### config.mk
export PLATFORM = sky130hd
export DESIGN_NAME = tdc_readout_control_status
export DESIGN_NICKNAME = d
export VERILOG_FILES = /design/src/tdc_ctrl_pkg.sv /design/src/tdc_readout_control_status.sv
export SDC_FILE = /design/constraint.sdc
export NUM_CORES = 1
export LEC_CHECK = 0
export BUFFER_PORTS_ARGS = -buffer_cell sky130_fd_sc_hd__buf_4
export CORE_ASPECT_RATIO = 0.5
export CORE_MARGIN = 2
export CORE_UTILIZATION = 47
export DETAILED_ROUTE_END_ITERATION = 8
export GPL_TIMING_DRIVEN = 0
export HOLD_SLACK_MARGIN = 0.05
export PLACE_DENSITY_LB_ADDON = 0.2
export SKIP_CTS_REPAIR_TIMING = 1
export SLEW_MARGIN = 20
export SYNTH_ARGS = -nofsm -noshare
export SYNTH_HDL_FRONTEND = slang
export SYNTH_SLANG_ARGS = --single-unit
export TNS_END_PERCENT = 5
### constraint.sdc
create_clock -name clk -period 3.2 [get_ports clk]
set_input_delay 0.32 -clock clk [delete_from_list [all_inputs] [get_ports clk]]
set_output_delay 0.32 -clock clk [all_outputs]
set_load 0.1 [all_outputs]
### src/tdc_ctrl_pkg.sv
package tdc_ctrl_pkg;

  // register offsets inside the module window (byte addresses, 16-bit registers)
  localparam logic [15:0] OFF_MODULE_CONFIG = 16'h1000;
  localparam logic [15:0] OFF_MODULE_FLAGS = 16'h1002;
  localparam logic [15:0] OFF_ADDR_RELOC_HIGH = 16'h1004;
  localparam logic [15:0] OFF_ADDR_RELOC_LOW = 16'h1006;
  localparam logic [15:0] OFF_ADDR_RELOC_SELECT = 16'h1008;
  localparam logic [15:0] OFF_IRQ_PRIORITY = 16'h100A;
  localparam logic [15:0] OFF_IRQ_ID_BYTE = 16'h100C;
  localparam logic [15:0] OFF_SLOT_POSITION = 16'h100E;

  // module_config field positions
  localparam int CFG_BUS_FAULT_ENABLE = 0;
  localparam int CFG_LINE_LOAD = 1;
  localparam int CFG_LINE_LOAD_SOURCE = 2;
  localparam int CFG_VOID_FRAME = 3;
  localparam int CFG_PAD_ODD = 4;
  localparam int CFG_COMPENSATION = 5;
  localparam int CFG_BUFFER_TEST = 6;
  localparam int CFG_READ_COMP_SRAM = 7;
  localparam int CFG_EVENT_LEN_QUEUE = 8;
  localparam int CFG_LONG_TIME_STAMP_ON = 9;
  localparam logic [15:0] CFG_WRITE_MASK = 16'h03FF;
  localparam logic [15:0] CFG_RESET = 16'h0020;

  // module_flags field positions
  localparam int FLG_OUTPUT_HAS_DATA = 0;
  localparam int FLG_ALMOST_FULL = 1;
  localparam int FLG_FULL = 2;
  localparam int FLG_TRIG_MATCH = 3;
  localparam int FLG_HEADER_EN = 4;
  localparam int FLG_LINE_LOAD_ON = 5;
  localparam int FLG_TDC_ERROR = 6;
  localparam int FLG_BUS_FAULT_SEEN = 10;
  localparam int FLG_DRAINED = 11;
  localparam int FLG_LSB_RESOLUTION = 12;
  localparam int FLG_PAIR_MODE = 14;
  localparam int FLG_TRIGGER_DROPPED = 15;

  // other register widths and reset values
  localparam logic [7:0] RELOC_RESET = 8'h00;
  localparam logic [2:0] IRQ_PRIORITY_RESET = 3'h0;
  localparam logic [7:0] IRQ_ID_BYTE_RESET = 8'hDD;
  localparam logic [4:0] SLOT_NUMBER_RESET = 5'h1F;

  // output buffer figures
  localparam logic [15:0] FULL_LEVEL = 16'h7FDF;
  localparam logic [31:0] FILLER_WORD = 32'hC000_0000;
  localparam int GROUPS = 4;
  localparam int ERR_SIZE_LIMIT = 12;
  localparam int ERR_TRIG_FIFO = 13;
  localparam int ERR_FATAL = 14;

  // register port request and answer
  typedef struct packed {
    logic stb;
    logic write;
    logic [15:0] addr;
    logic [15:0] wdata;
  } reg_req_t;

  typedef struct packed {
    logic ack;
    logic [15:0] rdata;
  } reg_rsp_t;

  // output buffer read port, one D32 word per strobe
  typedef struct packed {
    logic stb;
    logic block;
    logic [31:0] word;
    logic wordValid;
  } buf_req_t;

  typedef struct packed {
    logic ack;
    logic busFault;
    logic [31:0] data;
  } buf_rsp_t;

  // whole state of the bank
  typedef struct packed {
    logic [15:0] cfg;
    logic [7:0] relocHigh;
    logic [7:0] relocLow;
    logic relocSelect;
    logic [2:0] irqLevel;
    logic [7:0] irqId;
    logic [4:0] slotNumber;
    logic busFaultSeen;
    logic triggerDropped;
    logic cbltSentAll;
    reg_rsp_t regRsp;
    buf_rsp_t bufRsp;
    logic iackAck;
    logic [7:0] iackData;
    logic [14:0] errorWord;
    logic evLenPush;
    logic [31:0] evLenWord;
    logic frameWrite;
  } state_t;

  localparam state_t STATE_RESET = '{
    cfg: CFG_RESET,
    relocHigh: RELOC_RESET,
    relocLow: RELOC_RESET,
    relocSelect: 1'b0,
    irqLevel: IRQ_PRIORITY_RESET,
    irqId: IRQ_ID_BYTE_RESET,
    slotNumber: SLOT_NUMBER_RESET,
    default: '0
  };

endpackage : tdc_ctrl_pkg

### src/tdc_readout_control_status.sv
// Behaviour
// RQ1 - error word holds three flags per hit group: fifo loss, L1 loss, hit error
// RQ2 - error bits 12, 13, 14: size-limit reject, trigger fifo loss, fatal chip error
// RQ3 - filler word with top bits 11000 pads block reads and empty buffer reads
// RQ4 - fault enable clear always acknowledges; set ends blocks and empty D32 with fault
// RQ5 - software line load only counts with source bit set, else board switch decides
// RQ6 - trigger without data writes header and trailer only when void-frame bit set
// RQ7 - padding enabled adds one invalid word to odd events in 32-bit block reads
// RQ8 - compensation applied while its bit is set; bit resets to one
// RQ9 - buffer test mode only while its bit is set; bit resets to zero
// RQ10 - event-length queue pushes counter and word count per event while enabled
// RQ11 - extended time tag word inserted only while long time stamp bit set
// RQ12 - data flag: one whole event in matching mode, any word in continuous mode
// RQ13 - almost full flag set when word count reaches the programmed level
// RQ14 - full flag set at capacity minus 33 words
// RQ15 - bus fault seen sets on generated fault, clears on status read
// RQ16 - drained flag when empty, or all sent in chained block until chain ends
// RQ17 - two-bit resolution field reports the measurement lsb code
// RQ18 - trigger dropped sets on any lost trigger, clears on status read
// RQ19 - base address from relocation registers when select set, else from switches
// RQ20 - interrupt level in three low bits, reset zero, zero disables interrupts
// RQ21 - acknowledge cycle returns interrupt id byte, reset 0xDD, upper bits ignored
// RQ22 - five slot bits reset to ones and feed header and trailer words
// RQ23 - all registers take 16-bit accesses and ignore writes to reserved bits
`timescale 1ns/100ps

module tdc_readout_control_status (
  input wire logic clk,
  input wire logic rst_n,
  // register port
  input wire tdc_ctrl_pkg::reg_req_t regReq,
  output tdc_ctrl_pkg::reg_rsp_t regRsp,
  // output buffer read port
  input wire tdc_ctrl_pkg::buf_req_t bufReq,
  output tdc_ctrl_pkg::buf_rsp_t bufRsp,
  // chained block transfer context
  input wire logic cbltActive,
  input wire logic cbltEnd,
  // output buffer state
  input wire logic [15:0] bufWordCount,
  input wire logic [15:0] bufEventCount,
  input wire logic [15:0] almostFullLevel,
  // device state reported in the flags
  input wire logic trigMatchMode,
  input wire logic headerEnable,
  input wire logic [3:0] tdcError,
  input wire logic [1:0] lsbResolution,
  input wire logic pairMode,
  input wire logic triggerLost,
  input wire logic termSwitchOn,
  // base address switches, bits 31 to 16
  input wire logic [15:0] rotarySwitch,
  // tdc error sources
  input wire logic [3:0] groupFifoLost,
  input wire logic [3:0] groupL1Lost,
  input wire logic [3:0] groupHitError,
  input wire logic sizeLimitReject,
  input wire logic trigFifoLost,
  input wire logic fatalChipError,
  // event assembly context
  input wire logic emptyTrigger,
  input wire logic eventWritten,
  input wire logic [15:0] eventCounter,
  input wire logic [15:0] eventWords,
  input wire logic blt32Mode,
  // interrupt acknowledge
  input wire logic iackStb,
  input wire logic [2:0] iackLevel,
  output logic iackAck,
  output logic [7:0] iackData,
  // control results
  output logic lineLoadOn,
  output logic compensationOn,
  output logic bufferTestMode,
  output logic compSramReadable,
  output logic longTimeStampOn,
  output logic padOddEvent,
  output logic frameWrite,
  output logic evLenPush,
  output logic [31:0] evLenWord,
  output logic [14:0] errorWord,
  output logic [15:0] baseAddress,
  output logic irqEnable,
  output logic [2:0] irqLevel,
  output logic [4:0] slotNumber
);

  tdc_ctrl_pkg::state_t st;
  tdc_ctrl_pkg::state_t next_st;

  logic regRead;
  logic regWrite;
  logic cfgWrite;
  logic flagsRead;
  logic bufEmpty;
  logic outputHasData;
  logic almostFull;
  logic bufFull;
  logic drained;
  logic faultNow;
  logic [15:0] flags;
  logic [15:0] readData;
  logic [14:0] errorNext;

  // one decoder for every register, used by reads and writes alike
  function automatic logic regHit(input logic [15:0] addr, input logic [15:0] offset);
    regHit = (addr == offset);
  endfunction : regHit

  assign regRead = regReq.stb && !regReq.write;
  assign regWrite = regReq.stb && regReq.write;
  assign cfgWrite = regWrite && regHit(regReq.addr, tdc_ctrl_pkg::OFF_MODULE_CONFIG);
  assign flagsRead = regRead && regHit(regReq.addr, tdc_ctrl_pkg::OFF_MODULE_FLAGS);

  // buffer level flags
  assign bufEmpty = (bufWordCount == 16'h0000);
  assign outputHasData = trigMatchMode ? (bufEventCount != 16'h0000) : !bufEmpty; // RQ12
  assign almostFull = (bufWordCount >= almostFullLevel); // RQ13
  assign bufFull = (bufWordCount >= tdc_ctrl_pkg::FULL_LEVEL); // RQ14
  assign drained = bufEmpty || st.cbltSentAll; // RQ16

  // a fault is raised only when enabled, and only for an exhausted read
  always_comb begin
    faultNow = 1'b0;
    if (bufReq.stb && !bufReq.wordValid && st.cfg[tdc_ctrl_pkg::CFG_BUS_FAULT_ENABLE]) begin
      faultNow = 1'b1; // RQ4
    end
  end

  // flags word as software sees it
  always_comb begin
    flags = 16'h0000;
    flags[tdc_ctrl_pkg::FLG_OUTPUT_HAS_DATA] = outputHasData;
    flags[tdc_ctrl_pkg::FLG_ALMOST_FULL] = almostFull;
    flags[tdc_ctrl_pkg::FLG_FULL] = bufFull;
    flags[tdc_ctrl_pkg::FLG_TRIG_MATCH] = trigMatchMode;
    flags[tdc_ctrl_pkg::FLG_HEADER_EN] = headerEnable;
    flags[tdc_ctrl_pkg::FLG_LINE_LOAD_ON] = lineLoadOn;
    flags[tdc_ctrl_pkg::FLG_TDC_ERROR +: 4] = tdcError;
    flags[tdc_ctrl_pkg::FLG_BUS_FAULT_SEEN] = st.busFaultSeen; // RQ15
    flags[tdc_ctrl_pkg::FLG_DRAINED] = drained; // RQ16
    flags[tdc_ctrl_pkg::FLG_LSB_RESOLUTION +: 2] = lsbResolution; // RQ17
    flags[tdc_ctrl_pkg::FLG_PAIR_MODE] = pairMode;
    flags[tdc_ctrl_pkg::FLG_TRIGGER_DROPPED] = st.triggerDropped; // RQ18
  end

  // read multiplexer; the write-only select register and unknown offsets read zero
  always_comb begin
    readData = 16'h0000;
    if (regHit(regReq.addr, tdc_ctrl_pkg::OFF_MODULE_CONFIG)) begin
      readData = st.cfg;
    end else if (regHit(regReq.addr, tdc_ctrl_pkg::OFF_MODULE_FLAGS)) begin
      readData = flags;
    end else if (regHit(regReq.addr, tdc_ctrl_pkg::OFF_ADDR_RELOC_HIGH)) begin
      readData = {8'h00, st.relocHigh};
    end else if (regHit(regReq.addr, tdc_ctrl_pkg::OFF_ADDR_RELOC_LOW)) begin
      readData = {8'h00, st.relocLow};
    end else if (regHit(regReq.addr, tdc_ctrl_pkg::OFF_IRQ_PRIORITY)) begin
      readData = {13'h0000, st.irqLevel};
    end else if (regHit(regReq.addr, tdc_ctrl_pkg::OFF_IRQ_ID_BYTE)) begin
      readData = {8'h00, st.irqId};
    end else if (regHit(regReq.addr, tdc_ctrl_pkg::OFF_SLOT_POSITION)) begin
      readData = {11'h000, st.slotNumber};
    end
  end

  // error word: three flags per hit group, then the chip-wide flags
  generate
    for (genvar g = 0; g < tdc_ctrl_pkg::GROUPS; g++) begin : gGroupFlags
      assign errorNext[3*g] = groupFifoLost[g]; // RQ1
      assign errorNext[3*g+1] = groupL1Lost[g]; // RQ1
      assign errorNext[3*g+2] = groupHitError[g]; // RQ1
    end
  endgenerate
  assign errorNext[tdc_ctrl_pkg::ERR_SIZE_LIMIT] = sizeLimitReject; // RQ2
  assign errorNext[tdc_ctrl_pkg::ERR_TRIG_FIFO] = trigFifoLost; // RQ2
  assign errorNext[tdc_ctrl_pkg::ERR_FATAL] = fatalChipError; // RQ2

  // next state of the whole bank
  always_comb begin
    next_st = st;
    next_st.regRsp.ack = 1'b0;
    next_st.bufRsp.ack = 1'b0;
    next_st.bufRsp.busFault = 1'b0;
    next_st.iackAck = 1'b0;
    next_st.evLenPush = 1'b0;
    next_st.frameWrite = 1'b0;
    next_st.errorWord = errorNext;

    // register writes; only the defined bits of each register are kept
    if (cfgWrite) begin
      next_st.cfg = regReq.wdata & tdc_ctrl_pkg::CFG_WRITE_MASK; // RQ23
    end
    if (regWrite && regHit(regReq.addr, tdc_ctrl_pkg::OFF_ADDR_RELOC_HIGH)) begin
      next_st.relocHigh = regReq.wdata[7:0]; // RQ19
    end
    if (regWrite && regHit(regReq.addr, tdc_ctrl_pkg::OFF_ADDR_RELOC_LOW)) begin
      next_st.relocLow = regReq.wdata[7:0]; // RQ19
    end
    if (regWrite && regHit(regReq.addr, tdc_ctrl_pkg::OFF_ADDR_RELOC_SELECT)) begin
      next_st.relocSelect = regReq.wdata[0]; // RQ19
    end
    if (regWrite && regHit(regReq.addr, tdc_ctrl_pkg::OFF_IRQ_PRIORITY)) begin
      next_st.irqLevel = regReq.wdata[2:0]; // RQ20
    end
    if (regWrite && regHit(regReq.addr, tdc_ctrl_pkg::OFF_IRQ_ID_BYTE)) begin
      next_st.irqId = regReq.wdata[7:0]; // RQ21
    end
    if (regWrite && regHit(regReq.addr, tdc_ctrl_pkg::OFF_SLOT_POSITION)) begin
      next_st.slotNumber = regReq.wdata[4:0]; // RQ22
    end

    // every register access is answered one cycle later, unknown reads give zero
    if (regReq.stb) begin
      next_st.regRsp.ack = 1'b1; // RQ23
      next_st.regRsp.rdata = regRead ? readData : 16'h0000;
    end

    // sticky flags: a status read clears them, a new event in the same cycle wins
    if (flagsRead) begin
      next_st.busFaultSeen = 1'b0; // RQ15
      next_st.triggerDropped = 1'b0; // RQ18
    end
    if (faultNow) begin
      next_st.busFaultSeen = 1'b1; // RQ15
    end
    if (triggerLost) begin
      next_st.triggerDropped = 1'b1; // RQ18
    end

    // buffer read: data, filler when nothing is there, or a fault when enabled
    if (bufReq.stb) begin
      if (bufReq.wordValid) begin
        next_st.bufRsp.ack = 1'b1;
        next_st.bufRsp.data = bufReq.word;
      end else if (faultNow) begin
        next_st.bufRsp.busFault = 1'b1; // RQ4
        next_st.bufRsp.data = tdc_ctrl_pkg::FILLER_WORD;
      end else begin
        next_st.bufRsp.ack = 1'b1; // RQ4
        next_st.bufRsp.data = tdc_ctrl_pkg::FILLER_WORD; // RQ3
      end
    end

    // during a chained block the board stays drained once it ran out of words
    if (cbltActive && bufReq.stb && !bufReq.wordValid) begin
      next_st.cbltSentAll = 1'b1; // RQ16
    end
    if (cbltEnd) begin
      next_st.cbltSentAll = 1'b0; // RQ16
    end

    // interrupt acknowledge: answer only for our own nonzero level
    if (iackStb && (st.irqLevel != 3'h0) && (iackLevel == st.irqLevel)) begin
      next_st.iackAck = 1'b1; // RQ21
      next_st.iackData = st.irqId; // RQ21
    end

    // event assembly side effects
    if (emptyTrigger && st.cfg[tdc_ctrl_pkg::CFG_VOID_FRAME]) begin
      next_st.frameWrite = 1'b1; // RQ6
    end
    if (eventWritten && st.cfg[tdc_ctrl_pkg::CFG_EVENT_LEN_QUEUE]) begin
      next_st.evLenPush = 1'b1; // RQ10
      next_st.evLenWord = {eventCounter, eventWords}; // RQ10
    end
  end

  // single state register; reset loads constants only
  always_ff @(posedge clk or negedge rst_n) begin
    if (!rst_n) begin
      st <= tdc_ctrl_pkg::STATE_RESET;
    end else begin
      st <= next_st;
    end
  end

  // answers come straight from the state register
  assign regRsp = st.regRsp;
  assign bufRsp = st.bufRsp;
  assign iackAck = st.iackAck;
  assign iackData = st.iackData;
  assign errorWord = st.errorWord;
  assign evLenPush = st.evLenPush;
  assign evLenWord = st.evLenWord;
  assign frameWrite = st.frameWrite;

  // the software line-load bit is ignored unless software owns the terminations
  assign lineLoadOn = st.cfg[tdc_ctrl_pkg::CFG_LINE_LOAD_SOURCE]
    ? st.cfg[tdc_ctrl_pkg::CFG_LINE_LOAD] : termSwitchOn; // RQ5

  // control bits steering the rest of the readout
  assign compensationOn = st.cfg[tdc_ctrl_pkg::CFG_COMPENSATION]; // RQ8
  assign bufferTestMode = st.cfg[tdc_ctrl_pkg::CFG_BUFFER_TEST]; // RQ9
  assign compSramReadable = st.cfg[tdc_ctrl_pkg::CFG_READ_COMP_SRAM];
  assign longTimeStampOn = st.cfg[tdc_ctrl_pkg::CFG_LONG_TIME_STAMP_ON]; // RQ11
  // padding only matters for 32-bit block reads of an odd-length event
  assign padOddEvent = st.cfg[tdc_ctrl_pkg::CFG_PAD_ODD] && blt32Mode
    && eventWords[0]; // RQ7

  // base address: relocation takes effect at once, old address stops answering
  assign baseAddress = st.relocSelect ? {st.relocHigh, st.relocLow} : rotarySwitch; // RQ19

  // interrupt level zero means no interrupts at all
  assign irqLevel = st.irqLevel;
  assign irqEnable = (st.irqLevel != 3'h0); // RQ20
  assign slotNumber = st.slotNumber; // RQ22

endmodule : tdc_readout_control_status

== Yosys cells after proc, flatten, opt, wreduce, memory -nomap -nowiden ==
Cells that the tools add are included.
Word-level totals
  bits in registers: 155
  bits in latches: 0
  bits in writable memories: 0
  bits in read-only memories: 0
  input port bits: 202
  output and inout bits: 140
  memories kept: 0
Operators by class
  add/sub/neg operators: 0
  $mul: 0
  divide/modulo/power cells: 0
  magnitude comparators: 2
  eq/ne operators: 9
  shifts and indexed selects: 0
  mux-type cells: 27
  bitwise gates (word level): 0
  reductions and logical operators: 30
Operators by type and width (count)
  $eq A16 B13 Y1 const B: 8
  $mux W16: 4
  $mux W34: 1
  $mux W33: 1
  $mux W32: 1
  $mux W8: 4
  $logic_and A1 B1 Y1: 20
  $mux W17: 1
  $ge A16 B15 Y1 const B: 1
  $ge A16 B16 Y1: 1
  $logic_not A16 Y1: 1
  $reduce_bool A16 Y1: 1
  $mux W1: 12
  $mux W9: 1
  $reduce_bool A2 Y1: 3
  $mux W5: 1
  $eq A3 B3 Y1: 1
  $logic_not A1 Y1: 3
  $reduce_bool A3 Y1: 1
  $mux W2: 1
  $logic_or A1 B1 Y1: 1

== Depth between registers and ports, before layout ==
Gate-level depths: netlist of the first run.
  depth after elaboration: 10
  depth in mapped cells: 8

== Worst setup path after synthesis of the first run ==
No wires, ideal clock.
  path type: input-to-reg
  start point: input port regReq[17] (netlist bit)
  end point: register st[137] (netlist bit)
  arrival: 1.747 ns
  slack: 1.328 ns
  stages: 6
  path buffers: 1
  cell sequence: buf_6 nor4_4 and4_2 nand3_4 nor2_8 mux2_2
On the way
  cells in the longest elaborated chain, start to end: 2
RTL lines
  start: declaration: RTL line tdc_readout_control_status.sv:31  | input wire tdc_ctrl_pkg::reg_req_t regReq,
  $eq A16 B13 Y1: RTL line tdc_readout_control_status.sv:107  | regHit = (addr == offset);
  $logic_and A1 B1 Y1: RTL line tdc_readout_control_status.sv:194  | if (regWrite && regHit(regReq.addr, tdc_ctrl_pkg::OFF_ADDR_RELOC_HIGH)) begin
  end signal: assignment: RTL line tdc_readout_control_status.sv:272  | st <= tdc_ctrl_pkg::STATE_RESET;
  end signal: assignment: RTL line tdc_readout_control_status.sv:274  | st <= next_st;
  end: declaration: RTL line tdc_readout_control_status.sv:88  | tdc_ctrl_pkg::state_t st;
Every way passes these cells.
A chain may end at the register's enable or synchronous reset.

== Final worst setup path of the first run ==
  start point: register st[128] (netlist bit)
  end point: output port baseAddress[8]
On the way
  cells in the longest elaborated chain, start to end: 1
RTL lines
  $mux W16: RTL line tdc_readout_control_status.sv:302  | assign baseAddress = st.relocSelect ? {st.relocHigh, st.relocLow} : rotarySwitch;
  end: declaration: RTL line tdc_readout_control_status.sv:82  | output logic [15:0] baseAddress,
Every way passes these cells.

==> results of run 1 <==
## flip-flops by register name (all words and copies together), names as in the netlist
name              flops
longTimeStampOn       1
irqLevel              3
evLenPush             1
evLenWord            32
flags                 2
compSramReadable      1
regRsp               17
errorWord            15
compensationOn        1
frameWrite            1
iackAck               1
bufRsp               34
iackData              8
bufferTestMode        1
slotNumber            5
st                   32
## report_power, final
part           switching (mW)  internal (mW)  total [mW]
clock network           0.876           1.04        1.92
logic                   0.649          0.354        1.00
registers              0.0204           2.00        2.02
## synth_stat cells, types with 2 or more instances
master | n | area [sq um]
dfrtp_1 | 143 | 3580
buf_4 | 114 | 856
mux2_2 | 101 | 1140
inv_1 | 59 | 221
o21ai_0 | 44 | 220
nand2_1 | 31 | 116
nand3_1 | 27 | 135
nor2_1 | 24 | 90.1
ha_1 | 16 | 200
dfstp_2 | 12 | 315
nor4_1 | 11 | 68.8
clkbuf_1 | 10 | 37.5
a21oi_1 | 9 | 45.0
a22o_1 | 8 | 70.1
nand4_1 | 8 | 50.1
nor3_1 | 7 | 35.0
buf_1 | 5 | 18.8
buf_6 | 5 | 56.3
a22oi_1 | 4 | 30.0
a31oi_1 | 4 | 25.0
and2_1 | 4 | 25.0
nand2b_1 | 4 | 25.0
o211ai_1 | 4 | 30.0
and3_1 | 3 | 18.8
nor2_8 | 3 | 60.1
nor4_4 | 3 | 63.8
or3_1 | 3 | 18.8
a21o_1 | 2 | 15.0
a221oi_1 | 2 | 17.5
a222oi_1 | 2 | 20.0
mux2i_1 | 2 | 20.0
nor2b_1 | 2 | 12.5
nor3_4 | 2 | 32.5
o2111ai_1 | 2 | 17.5
o22ai_1 | 2 | 12.5
xor2_1 | 2 | 17.5
## routing by layer
metal	share of wire	wire length, um	vias up	track usage
met5	0	0	-	0
met2	0.51	10800	208	0.417
met1	0.43	9010	3165	0.293
li1	-	-	3109	-
met4	0.016	335	0	0.0638
met3	0.048	1020	29	0.0423
## area by class of cell
type                    count  area (sq um)
flip-flops and latches    155          3890
plain buffers             136           982
multi-input cells         362          2890
repair buffers            351          2710
well taps                 227           284
fillers                  1296          4980
clock buffers              18           439
inverters                  59           221
clock inverters            14           121
## critical path, delay by kind of cell, from the launching register on
family / cells / cell delay, ps
buf+inv: 3 / 1340
flops: 1 / 320
mux: 1 / 410
## metrics by stage
step            util  std cells
2_1_floorplan      -        712
3_3_place_gp   0.652       1271
3_5_place_dp   0.654       1272
4_1_cts        0.688       1304
5_1_grt        0.698       1322
6_report       0.698       1322
## logic make-up (layout without fill, tap and decap cells)
kind of cell | after synthesis | count (layout) | synth area share
fa+ha+maj | 16 | 16 | 0.0251
compound gates | 100 | 100 | 0.0824
simple gates | 141 | 141 | 0.107
flops | 155 | 155 | 0.488
xor+xnor | 2 | 2 | 0.00219
buf+inv | 195 | 578 | 0.151
mux | 103 | 103 | 0.145
## path summary, 6_finish.rpt
| kind | endpoint | start |
|---|---|---|
| setup / recovery | baseAddress[8] | st[128]$_DFFE_PN0P_ |
| hold / removal | flags[15]$_DFFE_PN0P_ | triggerLost |
| setup reg to reg | iackData[7]$_DFFE_PN0P_ | irqLevel[1]$_DFFE_PN0P_ |
| hold reg to reg | regRsp[6]$_DFFE_PN0P_ | regRsp[6]$_DFFE_PN0P_ |
| max in group asynchronous | bufRsp[30]$_DFFE_PN0P_ | rst_n |
| min in group asynchronous | regRsp[5]$_DFFE_PN0P_ | rst_n |
==> results.cfg, run 1 <==
[finish]
drive_gt1_frac = 0.562
area_delta_synth_final_pct = 44.5
layout_common_cells = 445 x buf_4, 143 x dfrtp_1, 101 x mux2_2
nets = 1300
layout_commonest_cell = buf_4
insertedDiodeCount = 0
finalInstanceArea_sq_um = 11500

[clock_network]
worst_skew_pair.late_latency_ps = 410
htree_num_levels = 4
numCtsBuffers = 17
clockBufferDepth = 2
cts_tree = done
path_clk_slew_ps = 70
cts-root-buf = clkbuf_16
clock-sinks = 155

[job]
maxCapViolCount = 0

[placement]
dp_worst_setup_slack_ps = 806
io_buffers = 332
dpl.hpwl_um = 16200
place_area_sq_um = 10800
gp_congestion = 0.855

[routing]
initialDrtViolationCount = 235
wirelength_um = 21200
drtPass1Iterations = 5
vias = 6511
postRouteAntennaNets = 0
viasPerCell = 4.93
wl_per_cell_um = 16.0
drc = 0

[worst_hold_path]
holdPathStages = 2
hold_path.class = input port to flip-flop

[power_and_ir_drop]
leakagePower_nw = 6.12
p_total_mw = 4.95
p_per_area_nw_per_um2 = 429
max-vdd-ir-drop_v = 0.000396

[floorplan]
fp.dieW_um = 188
fp.dieH_um = 96.2
start_util = 0.483
coreArea_sq_um = 16500
dieArea_sq_um = 18100
ios = 342
rows = 33

[sta]
fmax_mhz = 355
slew_headroom = 0.517
fin_skew_ps = 14.3
hold_ws_ps = 108
finalSetupViolCount = 0
setup_ws_ps = 382
max_slew.worst_pin.slew_ps = 719
fin_crit_ps = 2820
fin_tns_setup_ps = 0
finalCritPeriodShare = 0.881
report.final.slew_viol_count = 0
grt_setup_unrepaired = false
hold_viol_final = 0

[synth]
syn_avg_cell_area_sq_um = 11.2
ys_warn_count = 0
syn-cell-area_sq_um = 7980
synth_edf_count = 0
ys_types = 64
synth-async-reset-ratio = 1.00
yosysSeqAreaShare = 0.488
synth_fp_nets = 930
synth-seq-cells = 155
ys.flop_type = dfrtp_1
synthCells = 712

[setup_path]
critPathSlowestCell = buf_1
max_stage_delay_ps = 600
critPathKind = flip-flop to primary output
crit_required_ps = 2880
critPathMaxFanout = 10
critPathLaunchType = flip-flop
r2r_slack_ps = 1330
critPathArrivalTime_ps = 2500
reg2reg_depth = 5
end_kind = primary output
path_cells = clkbuf_1 > buf_1 > mux2_2 > buf_4

[outcome]
outcome = finished clean

[global_routing]
grt_antenna_before_repair = 0
grt_max_degree = 84
grt.overflow.total = 0
grt_pass1_vias = 6329
grt_pass1_wl_um = 32900
grt.total_usage = 0.232
(Power assumes the default switching activity.)
==> inputs of run 2 (changes only) <==
--- a/config.mk
+++ b/config.mk
@@ -5,10 +5,13 @@
 export SDC_FILE = /design/constraint.sdc
 export NUM_CORES = 1
 export LEC_CHECK = 0
+export ABC_AREA = 1
 export BUFFER_PORTS_ARGS = -buffer_cell sky130_fd_sc_hd__buf_4
 export CORE_ASPECT_RATIO = 0.5
 export CORE_MARGIN = 2
 export CORE_UTILIZATION = 47
+export CTS_BUF_LIST = sky130_fd_sc_hd__clkbuf_4 sky130_fd_sc_hd__clkbuf_8
+export CTS_CLUSTER_DIAMETER = 30
 export DETAILED_ROUTE_END_ITERATION = 8
 export GPL_TIMING_DRIVEN = 0
 export HOLD_SLACK_MARGIN = 0.05
==> run 2 against run 1 <==
  * Final area shrank 3.5%
  * Hold slack lost 49 ps
  * Cell count grew 13%
  * Synthesized cell count grew 23%
  * Register-to-register slack gained 310 ps
  * Die area shrank 2.6%
  * Critical path depth grew 1
  * First-iteration DRC count grew 29%
  * Critical endpoint is now baseAddress[7]
  * Largest power group unchanged
  * Highest routed layer unchanged
==> results.cfg, run 2 <==
[outcome]
outcome = finished clean

[finish]
area_delta_synth_final_pct = 43.4
finalInstanceArea_sq_um = 11100
nets = 1470
layout_common_cells = 447 x buf_4, 269 x nand2_1, 143 x dfrtp_1
multi_input_area_sq_um = 2620
drive_gt1_frac = 0.414
fin_cells = 1492
ff_latch_area_sq_um = 3890
largest_register_ff_count = 34
insertedDiodeCount = 0
layout_commonest_cell = buf_4
fillCellCount = 1332

[power_and_ir_drop]
p_int_mw = 2.94
max-vdd-ir-drop_v = 0.000351
p_clk_frac = 0.315
p_switching_mw = 1.31
leakagePower_nw = 6.13
p_seq_frac = 0.477
p_total_mw = 4.24
p_comb_frac = 0.207
p_per_area_nw_per_um2 = 381
switching_share = 0.308

[clock_network]
worst_skew_pair.late_latency_ps = 450
htree_num_levels = 4
path_clk_slew_ps = 90
numCtsBuffers = 17
clockBufferDepth = 2
cts_tree = done
clock-sinks = 155
cts-root-buf = clkbuf_8

[routing]
viasPerCell = 4.72
postRouteAntennaNets = 0
initialDrtViolationCount = 303
drtPass1Iterations = 5
wl_met2_um = 10700
maxUsedRoutingLayer = met4
wl_per_cell_um = 14.5
vias = 7039
wl_met3_um = 1600
wirelength_um = 21700
drc = 0
wl_met1_um = 9000

[synth]
synth_top_area_share = 0.461
synth_edf_count = 0
ys.flop_type = dfrtp_1
yosysSeqAreaShare = 0.501
syn_avg_cell_area_sq_um = 8.84
syn-cell-area_sq_um = 7770
synth-seq-cells = 155
synth_mux_area_frac = 0.00419
synthCells = 879
ys_warn_count = 0
netlist.top_cell.by_area = dfrtp_1
synth_xor_xnor_area_share = 0.00113
ys_types = 45
synth_top_family_by_area = simple AND/OR/NAND/NOR gates
yosys.area_share.adder = 0.0258
synth_fp_nets = 1097
synthTopCellsByArea = dfrtp_1 46%, nand2_1 13%, buf_4 11%
synth-async-reset-ratio = 1.00
synth-compound-area-share = 0.111
yosysMostFrequentCell = nand2_1
synth-simple-area-share = 0.195
synthTopCellsByCount = 269 x nand2_1, 143 x dfrtp_1, 114 x buf_4

[global_routing]
grt.overflow.total = 0
grt_max_degree = 90
grt_antenna_before_repair = 0
grt_pass1_wl_um = 32200
grt_pass1_vias = 6700
grt.total_usage = 0.237

[sta]
hold_viol_final = 0
fin_crit_ps = 2180
slew_headroom = 0.655
finalSetupViolCount = 0
max_slew.worst_pin.slew_ps = 518
grt_setup_unrepaired = false
fin_skew_ps = 14.1
hold_ws_ps = 59.1
fin_tns_setup_ps = 0
finalCritPeriodShare = 0.683
fmax_mhz = 458
report.final.slew_viol_count = 0

[setup_path]
critPathMaxFanout = 10
critPathKind = flip-flop to primary output
crit_required_ps = 2880
critPathArrivalTime_ps = 1860
critPathLaunchType = flip-flop
end_kind = primary output

[floorplan]
rows = 33
coreArea_sq_um = 16300
fp.dieH_um = 94.9
start_util = 0.477
dieArea_sq_um = 17600
ios = 342
fp.dieW_um = 186

[placement]
dp.cells = 1441
dpl.hpwl_um = 16400
gp_congestion = 0.902
io_buffers = 334
place_area_sq_um = 10600

[job]
maxCapViolCount = 0

[worst_hold_path]
hold_path.class = input port to flip-flop
run 2: cell types whose count changed in the layout (fill, tap and decap cells not counted), sizes merged, moves of 6 or more:
cell	before	now
nor2	28	20
mux2	101	2
a22o	8	30
nand2	31	275
o21ai	45	74
buf	458	452
inv	68	77
clkbuf	28	43
run 2: stage by stage:
stage	setup slack (ps)	util
2_1_floorplan	190	-
3_3_place_gp	1050	0.649
3_5_place_dp	1340	0.651
4_1_cts	973	0.673
5_1_grt	890	0.685
6_report	1020	0.685
run 2: cells by family after synthesis:
group	after synthesis
AND/OR/NAND/NOR	353
buffers and inverters	216
flip-flops	155
AO/OA/AOI/OAI	135
adder cells (fa/ha/maj)	16
multiplexers	3
XOR/XNOR	1
run 2: worst paths after layout:
check | depth (start not counted) | start | endpoint | slack (ps)
setup / recovery | 5 | st[128]$_DFFE_PN0P_ | baseAddress[7] | 1020
hold / removal | 3 | eventCounter[14] | evLenWord[30]$_DFFE_PN0P_ | 60
setup reg to reg | 5 | irqLevel[2]$_DFFE_PN0P_ | iackData[1]$_DFFE_PN0P_ | 1640
hold reg to reg | 2 | evLenWord[27]$_DFFE_PN0P_ | evLenWord[27]$_DFFE_PN0P_ | 480
max in group asynchronous | 3 | rst_n | bufRsp[20]$_DFFE_PN0P_ | 1960
min in group asynchronous | 2 | rst_n | errorWord[3]$_DFF_PN0_ | 420
run 2: routing by layer:
metal / vias to the layer above / global-route usage
met4: 0 / 0.0722
met2: 220 / 0.409
li1: 3477 / -
met1: 3315 / 0.295
met5: - / 0
met3: 27 / 0.0602
run 2: power by group through the flow:
stage | clock network [mW] | logic [mW] | registers (mW)
detailed placement | 0 | 0.866 | 2.06
finish | 1.34 | 0.880 | 2.03
global placement | 0 | 0.846 | 2.06
floorplan | 0 | 0.524 | 2.06
CTS | 1.38 | 0.866 | 2.03
global route | 1.44 | 0.932 | 2.03
run 2: worst max-delay path, cell delays in order (launching register included):
cell and delay (ps):
dfrtp_1 410, inv_1 130, clkbuf_1 410, nand2_1 110
nand2_1 80, buf_4 280
run 2: layout make-up:
class                   count  share of cell area
clock buffers              22              0.0255
well taps                 227              0.0255
clock inverters            10             0.00629
flip-flops and latches    155               0.350
inverters                  78              0.0263
repair buffers            354               0.245
multi-input cells         508               0.236
plain buffers             138              0.0858
==> inputs of run 3 (changes only) <==
--- a/config.mk
+++ b/config.mk
@@ -9,7 +9,7 @@
 export BUFFER_PORTS_ARGS = -buffer_cell sky130_fd_sc_hd__buf_4
 export CORE_ASPECT_RATIO = 0.5
 export CORE_MARGIN = 2
-export CORE_UTILIZATION = 47
+export CORE_UTILIZATION = 45
 export CTS_BUF_LIST = sky130_fd_sc_hd__clkbuf_4 sky130_fd_sc_hd__clkbuf_8
 export CTS_CLUSTER_DIAMETER = 30
 export DETAILED_ROUTE_END_ITERATION = 8
==> constraint.sdc (replaced) <==
create_clock -name clk -period 1.87 [get_ports clk]
set_input_delay 0.187 -clock clk [delete_from_list [all_inputs] [get_ports clk]]
set_output_delay 0.187 -clock clk [all_outputs]
set_load 0.1 [all_outputs]
==> run 3 against run 2 <==
  * Register-to-register slack worse by 1400 ps
  * Clock power grew 96%
  * Combinational power increased by 87%
  * Sequential share of layout area down 2.5 points
  * Core utilization up 3.7 points
  * First-iteration DRC count up 25%
  * Wire length grew 11%
  * Critical path depth unchanged
  * Non-clock buffer count grew 76
  * Sequential power rose by 71%
  * Largest cell class is now non-clock buffers
  * Largest power group unchanged
==> results.cfg, run 3 (synthesized netlist as in run 2, its figures left out) <==
[outcome]
outcome = finished clean

[worst_hold_path]
hold_end = bufferTestMode$_DFFE_PN0P_
worstHoldStart = regReq[6]
hold_path.class = input port to flip-flop
holdPathStages = 3

[sta]
fin_skew_ps = 14.8
finalSetupViolCount = 0
slew_headroom = 0.665
finalCritPeriodShare = 0.964
max_slew.worst_pin.slew_ps = 503
fin_crit_ps = 1800
setup_ws_ps = 68.2
report.final.slew_viol_count = 0
fmax_mhz = 555
hold_viol_final = 0
grt_setup_unrepaired = true

[routing]
initialDrtViolationCount = 379
wl_per_cell_um = 15.3
viasPerCell = 4.77
vias = 7481
drc = 0
wirelength_um = 23900
drtPass1Iterations = 5
postRouteAntennaNets = 0

[finish]
nets = 1546
area_delta_synth_final_pct = 54.5
largest_register_ff_count = 34
layout_common_cells = 438 x buf_4, 269 x nand2_1, 143 x dfrtp_1
insertedDiodeCount = 0
fillCellCount = 1242
finalInstanceArea_sq_um = 12000
layout_commonest_cell = buf_4
drive_gt1_frac = 0.393

[global_routing]
grt_util_met1 = 0.285
grt_pass1_vias = 7108
grt_antenna_before_repair = 0
grt_max_degree = 101
grt.overflow.total = 0
grt.total_usage = 0.239
met2_usage = 0.419
grtUsageMet3 = 0.0697
grt.busiest_layer = met2
grt_pass1_wl_um = 34500

[power_and_ir_drop]
p_switching_mw = 2.40
p_int_mw = 5.35
switching_share = 0.309
max-vdd-ir-drop_v = 0.000473
p_clk_frac = 0.339
p_comb_frac = 0.213
p_per_area_nw_per_um2 = 646
leakagePower_nw = 6.50
p_seq_frac = 0.448

[job]
maxCapViolCount = 0

[placement]
io_buffers = 334
dpl.hpwl_um = 16800
place_area_sq_um = 10600
gp_congestion = 0.932
dp_worst_setup_slack_ps = 166

[setup_path]
r2r_end = iackData[4]$_DFFE_PN0P_
r2r_slack_ps = 280
end_kind = primary output
crit_required_ps = 1680
reg2reg_depth = 7
r2r-start = irqLevel[0]$_DFFE_PN0P_
critPathArrivalTime_ps = 1610
critPathMaxFanout = 10
critPathLaunchType = flip-flop
critPathKind = flip-flop to primary output

[floorplan]
ios = 342
fp.dieH_um = 96.9
fp.dieW_um = 190
start_util = 0.467
rows = 33
dieArea_sq_um = 18400
coreArea_sq_um = 16600

[clock_network]
htree_num_levels = 4
cts_tree = done
worst_skew_pair.late_latency_ps = 460
cts-root-buf = clkbuf_8
clock-sinks = 155
clockBufferDepth = 2
path_clk_slew_ps = 90
numCtsBuffers = 17
[run 3: cell types whose count changed in the layout (fill, tap and decap cells not counted), moves of 3 or more]
cell / change
buf_4: -9
clkbuf_1: -3
o21ai_0: -6
buf_6: +9
o21ai_1: +6
dlygate4sd3_1: +76
inv_6: +4
[run 3: worst max path at each step]
stage | from | depth (start not counted) | endpoint | slack [ps]
floorplan | st[128]$_DFFE_PN0P_ | 3 | baseAddress[10] | -270
global placement | rst_n | 1 | errorWord[3]$_DFF_PN0_ | -160
detailed placement | regReq[23] | 12 | regRsp[2]$_DFFE_PN0P_ | 170
CTS | st[128]$_DFFE_PN0P_ | 5 | baseAddress[12] | -300
global route | st[128]$_DFFE_PN0P_ | 5 | baseAddress[9] | -20
finish | st[128]$_DFFE_PN0P_ | 5 | baseAddress[9] | 70
[run 3: final cells by class]
type / count / area, sq um / share of cell area
Buffer: 138 / 965 / 0.0804
Clock buffer: 18 / 248 / 0.0206
Clock inverter: 14 / 160 / 0.0133
Inverter: 78 / 293 / 0.0244
Multi-Input combinational cell: 508 / 2620 / 0.219
Sequential cell: 155 / 3890 / 0.324
Tap cell: 227 / 284 / 0.0237
Timing Repair Buffer: 430 / 3530 / 0.295
[run 3: power groups by stage]
stage | Sequential [mW] | Clock (mW) | Combinational, mW
after detailed placement | 3.53 | 0 | 1.48
after floorplan | 3.52 | 0 | 0.896
after global routing | 3.48 | 2.84 | 1.76
after CTS | 3.47 | 2.68 | 1.48
final | 3.47 | 2.62 | 1.65
after global placement | 3.53 | 0 | 1.45
[run 3: worst max-delay path: stages, from the launching register on]
cell      delay (ps)
dfrtp_1          390
inv_1            120
clkbuf_4         240
nand2_1           70
nand2_1           60
buf_4            280
[run 3: per-layer routing]
metal,up-vias,wire length [um]
met2,247,11900
met4,0,582
met5,-,0
li1,3638,-
met1,3548,9740
met3,48,1690
[run 3: per-stage QoR]
stage                     TNS, ps  total power [mW]  hold slack (ps)  utilization  cells
after floorplan             -1430              4.42             -109            -    879
after global placement     -19920              4.98              297        0.634   1440
after detailed placement        0              5.01              135        0.637   1441
after CTS                   -3250              7.63             -381        0.661   1473
after global routing        -32.4              8.07             58.8        0.721   1568
final                           0              7.75             65.2        0.721   1568
